## src/swg_regs.svh

```systemverilog
// Purpose: Offsets, field positions, reset values and counts of the sleep, wake and pin block.
// Assumes: Included by bare name from swg_clk_div and swg_top; the package does not include it.
// Notes: Offsets are I/O register addresses on the six-bit register port.
`ifndef SWG_REGS_SVH
`define SWG_REGS_SVH

`define SWG_ADDR_DIR 6'h30
`define SWG_ADDR_OUT 6'h31
`define SWG_ADDR_PIN 6'h32
`define SWG_ADDR_CFG 6'h33
`define SWG_ADDR_BTN 6'h34
`define SWG_ADDR_BAT 6'h35

`define SWG_CFG_SEL_HI 6
`define SWG_CFG_SEL_LO 5
`define SWG_CFG_DIAG 4
`define SWG_CFG_DEAD 3
`define SWG_CFG_LOWM 2
`define SWG_CFG_SLEEP 1
`define SWG_CFG_BOOT 0
`define SWG_DIR_HYST 6
`define SWG_BAT_LOW 7
`define SWG_BAT_VALID 6

`define SWG_RST_DIR 8'h00
`define SWG_RST_OUT 6'h00
`define SWG_RST_SEL 2'h0
`define SWG_RST_FLAGS 6'h00
`define SWG_RST_LEVEL 6'h00

`define SWG_BAT_SAMPLE_CYC 3100
`define SWG_DIV_SPI 7'h0F
`define SWG_DIV_16 7'h0F
`define SWG_DIV_32 7'h1F
`define SWG_DIV_64 7'h3F
`define SWG_DIV_128 7'h7F

`endif

```

## src/swg_pkg.sv

```systemverilog
// Purpose: Types shared by the sleep, wake and pin block.
// Assumes: Nothing beyond the constant header.
// Notes: Register access requests travel as one packed struct.
package swg_pkg;
  typedef struct packed {
    logic [5:0] addr;
    logic we;
    logic re;
    logic [7:0] wdata;
    logic from_spi;
  } swg_io_req_t;

  typedef enum logic [1:0] {
    SWG_RUN,
    SWG_SLEEP,
    SWG_WAKE,
    SWG_BOOT
  } swg_state_t;
endpackage

```

## src/swg_clk_div.sv

```systemverilog
// Purpose: Derives the processor system clock tick from the crystal clock.
// Assumes: core_clk_i is the crystal clock; a tick is one crystal cycle wide.
// Notes: The select may change at any time; the new limit applies to the count already in progress.
`timescale 1ns/1ps
`default_nettype none
`include "swg_regs.svh"
module swg_clk_div
  import swg_pkg::*;
(
  // Clock and reset
  input wire logic core_clk_i,
  input wire logic rst_b_i,
  // Control
  input wire logic run_i,
  input wire logic spi_mode_i,
  input wire logic [1:0] sel_i,
  // Tick
  output logic tick_o
);
  logic [6:0] cnt_q;
  logic [6:0] cnt_d;
  logic tick_q;
  logic tick_d;
  logic [6:0] limit;

  always_comb
  begin
    case (sel_i)
      2'h3: limit = `SWG_DIV_16;
      2'h2: limit = `SWG_DIV_32;
      2'h1: limit = `SWG_DIV_64;
      default: limit = `SWG_DIV_128;
    endcase
    // Serial programming logic always runs at the fastest rate.
    if (spi_mode_i)
    begin
      limit = `SWG_DIV_SPI;
    end
    cnt_d = cnt_q;
    tick_d = 1'b0;
    if (!run_i)
    begin
      cnt_d = 7'h00;
    end
    else if (cnt_q >= limit)
    begin
      // The compare is >= so a shorter period chosen mid-count wraps at once.
      cnt_d = 7'h00;
      tick_d = 1'b1;
    end
    else
    begin
      cnt_d = cnt_q + 7'h01;
    end
  end

  always_ff @(posedge core_clk_i or negedge rst_b_i)
  begin
    if (!rst_b_i)
    begin
      cnt_q <= 7'h00;
      tick_q <= 1'b0;
    end
    else
    begin
      cnt_q <= cnt_d;
      tick_q <= tick_d;
    end
  end

  assign tick_o = tick_q;
endmodule
`default_nettype wire

```

## src/swg_top.sv

```systemverilog
// Purpose: Pin data, clock divide select, test routing, sleep, button wake and battery check.
// Assumes: core_clk_i is the always-on crystal reference; pins are synchronous to it.
// Notes: Oscillator stop is reported on osc_run_o; this logic itself keeps its clock.
// How it works
// - Outside test mode, output pins drive the output value bits when direction is one.
// - Pin level register reads live pin levels; writes to it do nothing.
// - Divider select 11,10,01,00 gives crystal divided by 16,32,64,128.
// - Divider select may be rewritten at any time by processor or serial port.
// - In serial programming mode the tick runs at crystal divided by 16.
// - Test bit routes key, lock, enable to pins 5..3; pins 2..0 serial when reset low.
// - Serial port pins ignore direction; serial side reaches every register.
// - Battery dead bit reads set only on serial port accesses.
// - Battery low mirror bit always equals the battery low flag.
// - Writing sleep stops oscillator, freezes processor and halts watchdog until wake.
// - Button press in sleep starts oscillator, checks battery, runs or sleeps again.
// - Boot bit plus button wake gives a processor reset; bit clears on exit.
// - Button pin low with good battery sets its press flag.
// - Writing zero to a press flag clears it.
// - With valid set, battery low flag tells battery is below the level field.
// - Threshold write clears valid; valid returns after sampling, up to 3100 cycles.
// - The level field drives the battery monitor comparison level.
// - Direction zero with value one is a button; direction one is an output.
`timescale 1ns/1ps
`default_nettype none
`include "swg_regs.svh"
module swg_top
  import swg_pkg::*;
#(
  parameter int BAT_CYC = `SWG_BAT_SAMPLE_CYC
)
(
  // Clock and reset
  input wire logic core_clk_i,
  input wire logic rst_b_i,
  // Register port
  input wire swg_io_req_t io_req_i,
  output logic [7:0] io_rdata_o,
  // Pins
  input wire logic [5:0] pin_i,
  output logic [5:0] pin_o,
  output logic [5:0] pin_oe_o,
  input wire logic reset_pin_n_i,
  // Transmitter signals for test routing
  input wire logic tx_key_i,
  input wire logic lock_i,
  input wire logic tx_en_i,
  // Serial programming port
  output logic spi_clk_o,
  output logic spi_sdi_o,
  input wire logic spi_sdo_i,
  output logic spi_mode_o,
  // Battery monitor
  input wire logic bat_low_i,
  input wire logic bat_dead_i,
  output logic [5:0] bat_level_o,
  output logic bat_hyst_o,
  // Core control
  output logic osc_run_o,
  output logic sys_tick_o,
  output logic cpu_freeze_o,
  output logic wdt_run_o,
  output logic core_reset_o
);
  logic [1:0] low_sync_q;
  logic [1:0] dead_sync_q;
  logic bat_low_s;
  logic bat_dead_s;
  logic [7:0] dir_q;
  logic [7:0] dir_d;
  logic [5:0] out_q;
  logic [5:0] out_d;
  logic [1:0] sel_q;
  logic [1:0] sel_d;
  logic diag_q;
  logic diag_d;
  logic boot_q;
  logic boot_d;
  logic [5:0] flags_q;
  logic [5:0] flags_d;
  logic [5:0] level_q;
  logic [5:0] level_d;
  logic valid_q;
  logic valid_d;
  logic blow_q;
  logic blow_d;
  logic [11:0] bcnt_q;
  logic [11:0] bcnt_d;
  swg_state_t st_q;
  swg_state_t st_d;
  logic [11:0] wcnt_q;
  logic [11:0] wcnt_d;
  logic [7:0] rdata_q;
  logic [7:0] rdata_d;
  logic [5:0] button;
  logic [5:0] press;
  logic [5:0] tst_o;
  logic [5:0] tst_oe;
  logic spi_mode;
  logic sleep_wr;
  logic boot_exit;
  logic div_run;
  logic wr_dir;
  logic wr_out;
  logic wr_cfg;
  logic wr_btn;
  logic wr_bat;

  localparam logic [11:0] BAT_LAST = 12'(BAT_CYC - 1);

  // The first stage is read only by the second.
  always_ff @(posedge core_clk_i or negedge rst_b_i)
  begin
    if (!rst_b_i)
    begin
      low_sync_q <= 2'h0;
      dead_sync_q <= 2'h0;
    end
    else
    begin
      low_sync_q <= {low_sync_q[0], bat_low_i};
      dead_sync_q <= {dead_sync_q[0], bat_dead_i};
    end
  end
  assign bat_low_s = low_sync_q[1];
  assign bat_dead_s = dead_sync_q[1];

  assign spi_mode = diag_q & ~reset_pin_n_i;
  assign button = ~dir_q[5:0] & out_q;
  assign press = button & ~pin_i;
  assign wr_dir = io_req_i.we && io_req_i.addr == `SWG_ADDR_DIR;
  assign wr_out = io_req_i.we && io_req_i.addr == `SWG_ADDR_OUT;
  assign wr_cfg = io_req_i.we && io_req_i.addr == `SWG_ADDR_CFG;
  assign wr_btn = io_req_i.we && io_req_i.addr == `SWG_ADDR_BTN;
  assign wr_bat = io_req_i.we && io_req_i.addr == `SWG_ADDR_BAT;
  assign sleep_wr = wr_cfg && io_req_i.wdata[`SWG_CFG_SLEEP];
  assign boot_exit = st_q == SWG_BOOT;

  // Register file; writes land on either the processor or the serial side.
  always_comb
  begin
    dir_d = dir_q;
    out_d = out_q;
    sel_d = sel_q;
    diag_d = diag_q;
    boot_d = boot_q;
    level_d = level_q;
    valid_d = valid_q;
    blow_d = blow_q;
    bcnt_d = bcnt_q;
    flags_d = flags_q;
    if (wr_dir)
    begin
      dir_d = io_req_i.wdata;
    end
    if (wr_out)
    begin
      out_d = io_req_i.wdata[5:0];
    end
    if (wr_cfg)
    begin
      sel_d = io_req_i.wdata[`SWG_CFG_SEL_HI:`SWG_CFG_SEL_LO];
      diag_d = io_req_i.wdata[`SWG_CFG_DIAG];
      boot_d = io_req_i.wdata[`SWG_CFG_BOOT];
    end
    if (boot_exit)
    begin
      boot_d = 1'b0;
    end
    if (wr_btn)
    begin
      flags_d = flags_q & io_req_i.wdata[5:0];
    end
    // A press in the clearing cycle survives.
    if (!bat_dead_s)
    begin
      flags_d = flags_d | press;
    end
    if (wr_bat)
    begin
      level_d = io_req_i.wdata[5:0];
      valid_d = 1'b0;
      bcnt_d = 12'h000;
    end
    else if (!valid_q)
    begin
      if (bcnt_q >= BAT_LAST)
      begin
        valid_d = 1'b1;
        blow_d = bat_low_s;
      end
      else
      begin
        bcnt_d = bcnt_q + 12'h001;
      end
    end
    else
    begin
      blow_d = bat_low_s;
    end
  end

  always_ff @(posedge core_clk_i or negedge rst_b_i)
  begin
    if (!rst_b_i)
    begin
      dir_q <= `SWG_RST_DIR;
      out_q <= `SWG_RST_OUT;
      sel_q <= `SWG_RST_SEL;
      diag_q <= 1'b0;
      boot_q <= 1'b0;
      flags_q <= `SWG_RST_FLAGS;
      level_q <= `SWG_RST_LEVEL;
      valid_q <= 1'b0;
      blow_q <= 1'b0;
      bcnt_q <= 12'h000;
    end
    else
    begin
      dir_q <= dir_d;
      out_q <= out_d;
      sel_q <= sel_d;
      diag_q <= diag_d;
      boot_q <= boot_d;
      flags_q <= flags_d;
      level_q <= level_d;
      valid_q <= valid_d;
      blow_q <= blow_d;
      bcnt_q <= bcnt_d;
    end
  end

  // Sleep and wake sequence. The battery check waits one full sample time,
  // trading wake latency for a settled comparator result.
  always_comb
  begin
    st_d = st_q;
    wcnt_d = wcnt_q;
    case (st_q)
      SWG_RUN:
      begin
        if (sleep_wr)
        begin
          st_d = SWG_SLEEP;
        end
      end
      SWG_SLEEP:
      begin
        wcnt_d = 12'h000;
        if (|press)
        begin
          st_d = SWG_WAKE;
        end
      end
      SWG_WAKE:
      begin
        if (wcnt_q >= BAT_LAST)
        begin
          wcnt_d = 12'h000;
          if (bat_dead_s)
          begin
            st_d = SWG_SLEEP;
          end
          else if (boot_q)
          begin
            st_d = SWG_BOOT;
          end
          else
          begin
            st_d = SWG_RUN;
          end
        end
        else
        begin
          wcnt_d = wcnt_q + 12'h001;
        end
      end
      SWG_BOOT:
      begin
        st_d = SWG_RUN;
      end
      default:
      begin
        st_d = SWG_RUN;
      end
    endcase
  end

  always_ff @(posedge core_clk_i or negedge rst_b_i)
  begin
    if (!rst_b_i)
    begin
      st_q <= SWG_RUN;
      wcnt_q <= 12'h000;
    end
    else
    begin
      st_q <= st_d;
      wcnt_q <= wcnt_d;
    end
  end

  // Read data is registered; unmapped addresses read zero.
  always_comb
  begin
    rdata_d = rdata_q;
    if (io_req_i.re)
    begin
      case (io_req_i.addr)
        `SWG_ADDR_DIR: rdata_d = dir_q;
        `SWG_ADDR_OUT: rdata_d = {2'h0, out_q};
        `SWG_ADDR_PIN: rdata_d = {2'h0, pin_i};
        `SWG_ADDR_CFG: rdata_d = {1'b0, sel_q, diag_q,
                                  io_req_i.from_spi & bat_dead_s,
                                  blow_q, 1'b0, boot_q};
        `SWG_ADDR_BTN: rdata_d = {2'h0, flags_q};
        `SWG_ADDR_BAT: rdata_d = {blow_q, valid_q, level_q};
        default: rdata_d = 8'h00;
      endcase
    end
  end

  always_ff @(posedge core_clk_i or negedge rst_b_i)
  begin
    if (!rst_b_i)
    begin
      rdata_q <= 8'h00;
    end
    else
    begin
      rdata_q <= rdata_d;
    end
  end

  // Test routing: transmitter signals follow direction, serial pins do not.
  always_comb
  begin
    tst_o = {tx_key_i, lock_i, tx_en_i, 3'h0};
    tst_oe = {dir_q[5:3], 3'h0};
    if (!reset_pin_n_i)
    begin
      tst_o[1] = spi_sdo_i;
      tst_oe[1] = 1'b1;
    end
  end

  for (genvar i = 0; i < 6; i++)
  begin : g_pin
    assign pin_o[i] = diag_q ? tst_o[i] : out_q[i];
    assign pin_oe_o[i] = diag_q ? tst_oe[i] : dir_q[i];
  end

  assign spi_clk_o = spi_mode & pin_i[2];
  assign spi_sdi_o = spi_mode & pin_i[0];
  assign spi_mode_o = spi_mode;

  assign div_run = st_q == SWG_RUN || spi_mode;

  swg_clk_div u_div (
    .core_clk_i(core_clk_i),
    .rst_b_i(rst_b_i),
    .run_i(div_run),
    .spi_mode_i(spi_mode),
    .sel_i(sel_q),
    .tick_o(sys_tick_o)
  );

  assign osc_run_o = st_q != SWG_SLEEP;
  assign cpu_freeze_o = st_q != SWG_RUN;
  assign wdt_run_o = st_q == SWG_RUN;
  assign core_reset_o = st_q == SWG_BOOT;
  assign bat_level_o = level_q;
  assign bat_hyst_o = dir_q[`SWG_DIR_HYST];
  assign io_rdata_o = rdata_q;
endmodule
`default_nettype wire

```

## config.mk

```make
export PLATFORM = sky130hd
export DESIGN_NAME = swg_top
export DESIGN_NICKNAME = d
export VERILOG_FILES = /design/src/swg_pkg.sv /design/src/swg_clk_div.sv /design/src/swg_top.sv
export VERILOG_INCLUDE_DIRS = /design/src /design/src/src
export SDC_FILE = /design/constraint.sdc
export NUM_CORES = 1
export LEC_CHECK = 0
export ABC_AREA = 0
export BUFFER_PORTS_ARGS = -buffer_cell sky130_fd_sc_hd__buf_2
export CAP_MARGIN = 20
export CORE_MARGIN = 1.5
export CORE_UTILIZATION = 61
export DETAILED_ROUTE_END_ITERATION = 7
export GPL_ROUTABILITY_DRIVEN = 0
export GPL_TIMING_DRIVEN = 0
export PLACE_DENSITY = 0.85
export RECOVER_POWER = 25
export SETUP_SLACK_MARGIN = 0.1
export SYNTH_ARGS = -nofsm -noshare
export SYNTH_HDL_FRONTEND = slang
export SYNTH_HIERARCHICAL = 1
export SYNTH_SLANG_ARGS = --single-unit
```

## constraint.sdc

```tcl
create_clock -name core_clk_i -period 5.3 [get_ports core_clk_i]
set_clock_uncertainty 0.15 [all_clocks]
set_input_delay 0.265 -clock core_clk_i [delete_from_list [all_inputs] [get_ports core_clk_i]]
set_output_delay 0.265 -clock core_clk_i [all_outputs]
set_load 0.02 [all_outputs]
```

==> results_dict.tcl, run 1 <==
set metrics [dict create \
    yosysUniqueCellTypes 56 \
    critical_path_class "reg -> reg" \
    clock_sinks 78 \
    critPathBufInv 0 \
    port-buffer-count 65 \
    grt_overflow 0 \
    slowest_delay_ps 550 \
    min_period_ps 2638 \
    crit_fanout 7 \
    synth_top_area_share_pct 47.93 \
    worstHoldStart "io_req_i[7]" \
    synth_area_leaders "dfrtp_1, mux2_2, ha_1, xnor2_1, o21ai_0" \
    drt-total-wl_mm 9.424 \
    drt-initial-drc-count 269 \
    hpwlAfterDp_mm 6.793 \
    synthArstFlopShare_pct 100.0 \
    synth_area_per_cell_um2 10.31 \
    cts_buffers 9 \
    max_slew.worst_pin.slew_ps 1872 \
    antenna_found_initial 0 \
    critPathLaunch "diag_q$_DFFE_PN0P_" \
    grt_pass1_wl_mm 15.84 \
    coreArea_um2 6386 \
    setup.worst_path.start_class "flop" \
    start_util_pct 63.77 \
    dpl.cell_count 538 \
    power_density_nw_per_um2 324.7 \
    syn-cell-area_um2 4073 \
    drc 0 \
    synthesis.nets 437 \
    via_per_inst 6.079 \
    ys_seq_area_share_pct 47.93 \
    status "finished with violations" \
    final_hold_viol_count 0 \
    drive_above_1_share_pct 28.63 \
    crit_slowest_cell "nor2b_1" \
    instances_no_fill 559 \
    io_pins 67 \
    die_x_um 84.71 \
    yosysTopAreaCell "dfrtp_1" \
    end_kind "flop" \
    drt_first_pass_iters 4 \
    path_delay_family "simple AND/OR/NAND/NOR gates" \
    ys.flop_type "dfrtp_1" \
    htree_levels 3 \
    die_h_um 84.71 \
    num_rows 29 \
    antenna_cells 0 \
    synthToLayoutAreaGrowth_pct 16.80 \
    wl_per_cell_um 16.86 \
    maxCapViolCount 1 \
    relSlewSlack_pct -24.79 \
    hp-class "in -> reg" \
    grtUsageTotal_pct 27.73 \
    synth_seq_cells 78 \
    leakage_nw 2.146 \
    violations "max-capacitance violations, max-slew violations" \
    grt_max_degree 47 \
    cts_tree "built" \
    ctsRootBufferMaster "clkbuf_8" \
    cp_cell_sequence "nor2b_1 -> or3_1 -> ha_1 -> a21oi_1 -> nand3_1 -> nor3b_1" \
    worstPathArrival_ps 2750 \
    peakVddDrop_mv 0.2818 \
    antenna_left 0 \
    clk_latency_ps 350 \
    reg2reg_from "diag_q$_DFFE_PN0P_" \
    post-route-util_pct 74.49 \
    path_clk_slew_ps 90 \
    finalSetupViolCount 0 \
    final.period_utilization_pct 49.78 \
    cp_data_required_time_ps 5410 \
    die_area_um2 7176 \
    fin_tns_setup_ps 0 \
    route.vias.total 3398 \
    postSynthCellCount 395 \
    rsz0062_at_grt "no" \
    first_global_vias 3329 \
    total_power_mw 1.545 \
    slew_viol_final 33 \
    clock.fmax_ghz 0.3790 \
    ys_warn_count 6 \
    synth-edff-count 0 \
    layout.nets 519 \
    cts_buffer_depth 2 \
]
==> registers in the layout, summed over array words and instances, names as in the netlist, 2 cells and up <==
register / count
bat_level_o: 6
u_div/cnt_q: 7
bcnt_q: 12
st_q: 2
dead_sync_q: 2
flags_q: 6
io_rdata_o: 8
low_sync_q: 2
sel_q: 2
dir_q: 8
out_q: 6
wcnt_q: 12
==> per-layer routing <==
layer / GRT usage (%) / wire [um]
met2: 44.23 / 4486
met3: 5.113 / 565
met5: 0 / 0
met1: 37.39 / 4121
met4: 12.02 / 251
==> cells by family (layout without fill, tap and decap cells) <==
group	Yosys count	count (layout)	share of synthesized area (%)
XOR/XNOR	16	16	3.441
AND/OR/NAND/NOR	145	145	19.97
adder cells (fa/ha/maj)	10	10	3.072
buffers and inverters	28	115	3.164
multiplexers	36	36	9.770
AO/OA/AOI/OAI	82	82	12.66
flip-flops	78	78	47.93
==> report_power, final <==
part	internal, mW	leakage (nW)	switching [mW]
clock network	0.219	0.0935	0.219
registers	0.690	0.976	0.0947
logic	0.151	1.08	0.171
total	1.06	2.15	0.485
==> Yosys cell counts (all sizes together) (6+ instances only) <==
cell    number
nand4        7
nor3        11
o22ai        8
a22oi        7
nor2b       10
buf          8
clkbuf       8
dfrtp       78
a21oi       18
o21ai       24
mux2i        6
inv         12
or3b         6
nand3       15
xnor2       14
and3         7
nor2        37
mux2        30
ha          10
nand2       23
==> final timing paths <==
path	cells after the start	slack, ps	endpoint
worst max-delay path	6	2660	u_div/cnt_q[1]$_DFF_PN0_
max in group asynchronous	2	3100	wcnt_q[0]$_DFFE_PN0P_
min in group asynchronous	2	810	io_rdata_o[2]$_DFFE_PN0P_
worst min register to register	0	210	low_sync_q[1]$_DFF_PN0_
worst min-delay path	3	4	sel_q[1]$_DFFE_PN0P_
worst max register to register	6	2660	u_div/cnt_q[1]$_DFF_PN0_
==> placed cells by master (no fill, tap or decap), types with 3 or more instances in the layout <==
cell,n
dfrtp_1,78
nand4b_1,4
nor2_1,30
a31oi_1,5
and2_1,3
or3b_2,3
dlygate4sd3_1,4
nand2b_1,3
nand3_1,14
nor3_1,11
o21ai_0,24
clkbuf_1,11
inv_1,12
xnor2_1,14
a21oi_1,18
o22ai_1,8
or3b_1,3
nand4_1,7
nor2_2,6
and3_2,3
mux2i_1,6
o2bb2ai_1,4
nand2_1,23
ha_1,10
buf_2,68
clkbuf_8,9
nor2b_1,10
or3_1,4
a22oi_1,7
mux2_2,30
and3_1,4
buf_4,3
nor3b_1,5
==> tightest hold or removal path: cells and delay by family <==
family	cells	cell delay (ps)
simple gates	1	50
buf+inv	1	90
compound gates	1	60
==> through the flow <==
step / setup WS (ps) / instance area, um^2 / hold WS [ps]
floorplan: 3102 / 4073 / -180.6
global placement: 2831 / 4494 / 187.5
detailed placement: 2728 / 4524 / 91.90
CTS: 2708 / 4756 / 3.020
global route: 2472 / 4757 / 10.40
finish: 2662 / 4757 / 4.128
==> repair_timing <==
action	4_1_cts	5_1_grt
hold endpoints to repair	35	0
setup buffers	0	0
resized for setup	0	0
hold buffers	4	0
==> area by class of cell <==
class / instances / area [um^2]
fillers: 456 / 1629
clock buffers: 11 / 131.4
plain buffers: 16 / 83.83
multi-input cells: 289 / 1992
clock inverters: 5 / 60.06
inverters: 12 / 45.04
flip-flops and latches: 78 / 1952
well taps: 77 / 96.34
repair buffers: 71 / 396.6
Power figures use the tool's default switching activity.
==> run 2: changes to the inputs <==
--- a/config.mk
+++ b/config.mk
@@ -6,15 +6,15 @@
 export SDC_FILE = /design/constraint.sdc
 export NUM_CORES = 1
 export LEC_CHECK = 0
-export ABC_AREA = 0
+export ABC_AREA = 1
 export BUFFER_PORTS_ARGS = -buffer_cell sky130_fd_sc_hd__buf_2
 export CAP_MARGIN = 20
 export CORE_MARGIN = 1.5
-export CORE_UTILIZATION = 61
+export CORE_UTILIZATION = 52
 export DETAILED_ROUTE_END_ITERATION = 7
 export GPL_ROUTABILITY_DRIVEN = 0
 export GPL_TIMING_DRIVEN = 0
-export PLACE_DENSITY = 0.85
+export PLACE_DENSITY = 0.77
 export RECOVER_POWER = 25
 export SETUP_SLACK_MARGIN = 0.1
 export SYNTH_ARGS = -nofsm -noshare
==> constraint.sdc (replaced) <==
create_clock -name core_clk_i -period 2.3 [get_ports core_clk_i]
set_clock_uncertainty 0.15 [all_clocks]
set_input_delay 0.115 -clock core_clk_i [delete_from_list [all_inputs] [get_ports core_clk_i]]
set_output_delay 0.115 -clock core_clk_i [all_outputs]
set_load 0.02 [all_outputs]
==> run 2 against run 1 <==
Against the previous run: the flow now finishes without violations; setup slack lost 2300 ps; sequential power increased by 120%; die area rose by 28%; global-route usage decreased by 1.1 points; register-to-register slack worse by 2300 ps; critical path depth rose by 4; worst hold slack improved by 16 ps; routed wire length is 18% higher; largest power group unchanged; final cell count increased by 40%; first-iteration DRC count down 15%; largest cell class unchanged; final area increased by 13%; utilization shrank 9.6 points; critical path type unchanged.
==> results_dict.tcl, run 2 <==
set metrics [dict create \
    status "finished, final reports clean" \
    postSynthCellCount 581 \
    cts_buffer_depth 2 \
    ff2ff_setup_slack_ps 330 \
    holdWs_ps 19.76 \
    relSlewSlack_pct 45.25 \
    first_global_vias 4079 \
    antenna_cells 0 \
    synthesis.nets 623 \
    path_clk_slew_ps 80 \
    cp_cell_sequence "inv_1 -> ha_1 -> buf_2 -> inv_1 -> nor3_2 -> nand2_1 -> nor2_1 -> nand2_1 -> nand2_1 -> nor2_1" \
    worstPathArrival_ps 2060 \
    crit_slowest_cell "dfrtp_1" \
    p_switching_mw 1.480 \
    synth_top_cells_by_count "nand2_1, dfrtp_1, inv_1" \
    crit_fanout 8 \
    grtUsageTotal_pct 26.68 \
    synth_most_common_cell "nand2_1" \
    grt_pass1_wl_mm 18.79 \
    end_kind "flop" \
    yosysTopAreaCell "dfrtp_1" \
    critical_path_class "reg -> reg" \
    syn-cell-area_um2 4477 \
    instances_no_fill 785 \
    synth-edff-count 0 \
    min_path_cells 3 \
    die_x_um 95.79 \
    ys_warn_count 6 \
    slowest_delay_ps 430 \
    cts_setup_buffers 0 \
    antenna_found_initial 0 \
    route.vias.total 4207 \
    min_period_ps 1968 \
    total_power_mw 4.247 \
    dpl.cell_count 752 \
    power_density_nw_per_um2 792.8 \
    drt-initial-drc-count 228 \
    cts_tree "built" \
    htree_levels 3 \
    maxCapViolCount 0 \
    coreArea_um2 8258 \
    grt_overflow 0 \
    final_hold_viol_count 0 \
    clock.fmax_ghz 0.5080 \
    antenna_left 0 \
    swShare_pct 34.86 \
    ys_seq_area_share_pct 43.60 \
    finalSetupViolCount 0 \
    post-route-util_pct 64.86 \
    reg.largest.list "bcnt_q x12, wcnt_q x12" \
    ctsRootBufferMaster "clkbuf_8" \
    final.period_utilization_pct 85.58 \
    cts_buffers 9 \
    cp_data_required_time_ps 2390 \
    drc 0 \
    layout.nets 718 \
    comb_power_share_pct 29.5 \
    pwr-share-clk_pct 29.5 \
    final_cell_mix "nand2_1, dfrtp_1, inv_1" \
    synth_area_leaders "dfrtp_1, nand2_1, inv_1, nor2_1, nand3_1" \
    path_common_cell "nand2_1" \
    wl_per_cell_um 14.12 \
    drt_first_pass_iters 5 \
    yosysUniqueCellTypes 36 \
    worstRegToRegCells 10 \
    synthArstFlopShare_pct 100.0 \
    drt-total-wl_mm 11.08 \
    grt_max_degree 47 \
    intPower_mw 2.766 \
    io_pins 67 \
    max_slew.worst_pin.slew_ps 821.3 \
    synth_top_area_share_pct 43.60 \
    mostFrequentLayoutCell "nand2_1" \
    setup.worst_path.start_class "flop" \
    peakVddDrop_mv 0.7044 \
    clk_latency_ps 350 \
    die_h_um 95.79 \
    synth_seq_cells 78 \
    via_per_inst 5.359 \
    fin_tns_setup_ps 0 \
    start_util_pct 54.21 \
    synthToLayoutAreaGrowth_pct 19.65 \
    drive_above_1_share_pct 19.71 \
    die_area_um2 9175 \
    clock_sinks 78 \
    hp-class "in -> reg" \
    synth_area_per_cell_um2 7.705 \
    slew_viol_final 0 \
    hpwlAfterDp_mm 7.958 \
    num_rows 33 \
    rsz0062_at_grt "no" \
    ys.flop_type "dfrtp_1" \
    leakage_nw 2.760 \
    p_seq_share_pct 41.0 \
    port-buffer-count 65 \
]
-- run 2: power by group through the flow --
stage | sequential, mW | combinational [mW] | clock (mW)
4_1_cts | 1.74 | 1.26 | 1.27
3_5_place_dp | 1.76 | 1.21 | 0
6_report | 1.74 | 1.25 | 1.25
5_1_grt | 1.77 | 1.42 | 1.32
3_3_place_gp | 1.75 | 1.17 | 0
2_1_floorplan | 1.75 | 0.860 | 0
-- run 2: critical path, delay by kind of cell, from the launching register on --
family / cells / cell delay [ps]
flip-flops: 1 / 430
buffers and inverters: 3 / 370
AND/OR/NAND/NOR: 6 / 650
adder cells (fa/ha/maj): 1 / 270
-- run 2: worst paths after layout --
path,startpoint,end
worst max-delay path,st_q[1]$_DFFE_PN0P_,wcnt_q[11]$_DFFE_PN0P_
worst min-delay path,io_req_i[10],boot_q$_DFFE_PN0P_
worst max register to register,st_q[1]$_DFFE_PN0P_,wcnt_q[11]$_DFFE_PN0P_
worst min register to register,low_sync_q[0]$_DFF_PN0_,low_sync_q[1]$_DFF_PN0_
max in group asynchronous,rst_b_i,u_div/cnt_q[5]$_DFF_PN0_
min in group asynchronous,rst_b_i,bcnt_q[8]$_DFFE_PN0P_
-- run 2: kinds of logic (layout without fill, tap and decap cells) --
group / Yosys count / count (layout) / share of synthesized area (%)
buffers and inverters: 99 / 198 / 9.614
AND/OR/NAND/NOR: 304 / 304 / 31.39
AO/OA/AOI/OAI: 80 / 80 / 10.65
XOR/XNOR: 10 / 10 / 1.957
adder cells (fa/ha/maj): 10 / 10 / 2.795
flip-flops: 78 / 78 / 43.60
-- run 2: through the flow --
stage                     setup WS, ps  cell area (um^2)
after floorplan                  315.9              4477
final                            331.6              5356
after global routing             156.2              5356
after CTS                        250.3              5380
after detailed placement         285.1              4964
after global placement           235.7              4933
-- run 2: repair_timing --
action	CTS	global route
resized for setup	0	1
hold buffers	18	0
hold endpoints to repair	110	0
setup endpoints to repair	0	8
-- run 2: final cells by class --
cell class	count	area, um^2
Inverter	80	300.3
Clock buffer	11	141.4
Timing Repair Buffer	84	513.0
Tap cell	105	131.4
Sequential cell	78	1952
Buffer	19	126.4
Clock inverter	4	95.09
Multi-Input combinational cell	404	2097
Fill cell	731	2902
-- run 2: per-layer routing --
metal	vias up	routed length, um	track usage, %
li1	2059	-	-
met1	1949	4745	35.75
met2	175	5274	43.31
met3	24	790	3.318
met4	0	272	11.89
met5	-	0	0
==> run 3: changes to the inputs <==
--- a/config.mk
+++ b/config.mk
@@ -9,12 +9,14 @@
 export ABC_AREA = 1
 export BUFFER_PORTS_ARGS = -buffer_cell sky130_fd_sc_hd__buf_2
 export CAP_MARGIN = 20
+export CELL_PAD_IN_SITES_DETAIL_PLACEMENT = 0
+export CELL_PAD_IN_SITES_GLOBAL_PLACEMENT = 1
 export CORE_MARGIN = 1.5
-export CORE_UTILIZATION = 52
+export CORE_UTILIZATION = 38
 export DETAILED_ROUTE_END_ITERATION = 7
 export GPL_ROUTABILITY_DRIVEN = 0
 export GPL_TIMING_DRIVEN = 0
-export PLACE_DENSITY = 0.77
+export PLACE_DENSITY_LB_ADDON = 0.1
 export RECOVER_POWER = 25
 export SETUP_SLACK_MARGIN = 0.1
 export SYNTH_ARGS = -nofsm -noshare
==> run 3 against run 2 <==
Against the previous run: combinational power about the same; clock power up 8%; worst hold slack worse by 6.3 ps; routed wire length up 9.7%; sequential share of layout area down 0.45 points; total power up 2.5%; final cell count up 4.5%; via count down 3.6%; sequential power about the same; critical path depth unchanged; final area up 1.3%; utilization down 18 points; largest cell class unchanged; highest routed layer unchanged.
==> results_dict.tcl, run 3 (synthesized netlist as in run 2, its figures left out) <==
set metrics [dict create \
    mostFrequentLayoutCell "nand2_1" \
    drive_above_1_share_pct 19.50 \
    final_hold_viol_count 0 \
    clock.fmax_ghz 0.4940 \
    gr-usage-met3_pct 2.994 \
    top_usage_layer "met2" \
    grt_pass1_wl_mm 20.47 \
    fillCellCount 1147 \
    route.vias.total 4055 \
    setup.worst_path.start_class "flop" \
    die_h_um 111.5 \
    worstRegToRegCells 10 \
    path_clk_slew_ps 60 \
    ff2ff_setup_slack_ps 280 \
    cp_data_required_time_ps 2370 \
    start_util_pct 39.04 \
    drc 0 \
    final_area_um2 5424 \
    grtUsageTotal_pct 20.98 \
    reg.largest.list "bcnt_q x12, wcnt_q x12" \
    clk_latency_ps 330 \
    clock_sinks 78 \
    grt_overflow 0 \
    grtUsageMet1_pct 29.42 \
    min_period_ps 2024 \
    htree_levels 3 \
    worstPathArrival_ps 2100 \
    dpl.cell_count 790 \
    first_global_vias 4034 \
    holdPathEnd "io_rdata_o[3]$_DFFE_PN0P_" \
    cts_tree "built" \
    relSlewSlack_pct 50.40 \
    coreArea_um2 11470 \
    status "finished, final reports clean" \
    finalSetupViolCount 0 \
    regArea_um2 1952 \
    reg2reg_from "st_q[1]$_DFFE_PN0P_" \
    die_area_um2 12440 \
    synthToLayoutAreaGrowth_pct 21.16 \
    multi_input_area_um2 2097 \
    cts_buffers 9 \
    worstHoldStart "io_req_i[0]" \
    final_cell_mix "nand2_1, dfrtp_1, inv_1" \
    maxCapViolCount 0 \
    final.period_utilization_pct 88.01 \
    instances_no_fill 820 \
    antenna_found_initial 0 \
    rsz0062_at_grt "no" \
    cts_setup_buffers 0 \
    critical_path_class "reg -> reg" \
    fin_tns_setup_ps 0 \
    crit_fanout 8 \
    via_per_inst 4.945 \
    drt-initial-drc-count 188 \
    drt_first_pass_iters 5 \
    drt-total-wl_mm 12.15 \
    io_pins 67 \
    hpwlAfterDp_mm 8.863 \
    antenna_left 0 \
    power_density_nw_per_um2 802.5 \
    leakage_nw 2.766 \
    cts_buffer_depth 2 \
    layout.nets 716 \
    end_kind "flop" \
    wl_per_cell_um 14.82 \
    num_rows 39 \
    grtUsageMet2_pct 32.31 \
    min_path_cells 5 \
    r2r-end "wcnt_q[11]$_DFFE_PN0P_" \
    critPathLaunch "st_q[1]$_DFFE_PN0P_" \
    grt_max_degree 53 \
    slew_viol_final 0 \
    placed_area_um2 5011 \
    die_x_um 111.5 \
    antenna_cells 0 \
    max_slew.worst_pin.slew_ps 743.9 \
    peakVddDrop_mv 0.5547 \
    hp-class "in -> reg" \
    port-buffer-count 65 \
    ctsRootBufferMaster "clkbuf_16" \
]
## run 3: cell count changes in the layout (fill, tap and decap cells not counted), sizes merged
cell	before	now
clkbuf	19	22
bufinv	3	0
buf	76	75
dlygate4sd3	18	16
## run 3: metrics by stage
step | total power [mW] | hold slack (ps) | setup WS (ps) | util (%)
floorplan | 2.608 | -330.6 | 315.9 | -
global placement | 2.978 | 74.79 | 166.3 | 43.44
detailed placement | 3.004 | -81.29 | 184.4 | 43.70
CTS | 4.408 | 3.597 | 158.7 | 47.50
global route | 4.641 | 8.386 | 123.4 | 47.30
finish | 4.353 | 13.45 | 275.9 | 47.30
## run 3: final cells by class
| class | count | area share, % |
|---|---|---|
| inverter | 80 | 5.536 |
| sequential | 78 | 35.99 |
| clock inverter | 1 | 0.09227 |
| tap | 143 | 3.299 |
| multi-input combinational | 404 | 38.66 |
| buffer | 19 | 2.376 |
| clock buffer | 13 | 4.983 |
| timing repair buffer | 82 | 9.066 |
## run 3: what timing repair did
item,4_1_cts,5_1_grt
hold buffers,16,0
setup endpoints to repair,0,8
endpoints found under the hold margin,109,0
gates resized for setup,0,1
## run 3: critical path, stage by stage, from the launching register on
cell	delay, ps
dfrtp_1	430
inv_1	90
ha_1	290
buf_2	180
inv_1	100
nor3_2	270
nand2_1	150
nor2_1	110
nand2_1	50
nand2_1	60
nor2_1	40
## run 3: worst max path at each step
stage / cells after the start / slack, ps / end
finish: 10 / 280 / wcnt_q[11]$_DFFE_PN0P_
global route: 10 / 120 / wcnt_q[11]$_DFFE_PN0P_
CTS: 11 / 160 / u_div/tick_o$_DFF_PN0_
detailed placement: 11 / 180 / u_div/tick_o$_DFF_PN0_
global placement: 11 / 170 / u_div/tick_o$_DFF_PN0_
floorplan: 11 / 320 / u_div/tick_o$_DFF_PN0_
## run 3: layer usage
metal / vias to the layer above / part of all wire [%]
met2: 94 / 45
met5: - / 0
met3: 14 / 3.7
met4: 0 / 1.9
li1: 2067 / -
met1: 1880 / 50
## run 3: power breakdown
group	internal, mW	leakage, nW	total, mW	switching, mW
registers	1.56	1.00	1.75	0.181
clock network	0.806	0.138	1.35	0.547
logic	0.453	1.63	1.25	0.800
total	2.82	2.77	4.35	1.53
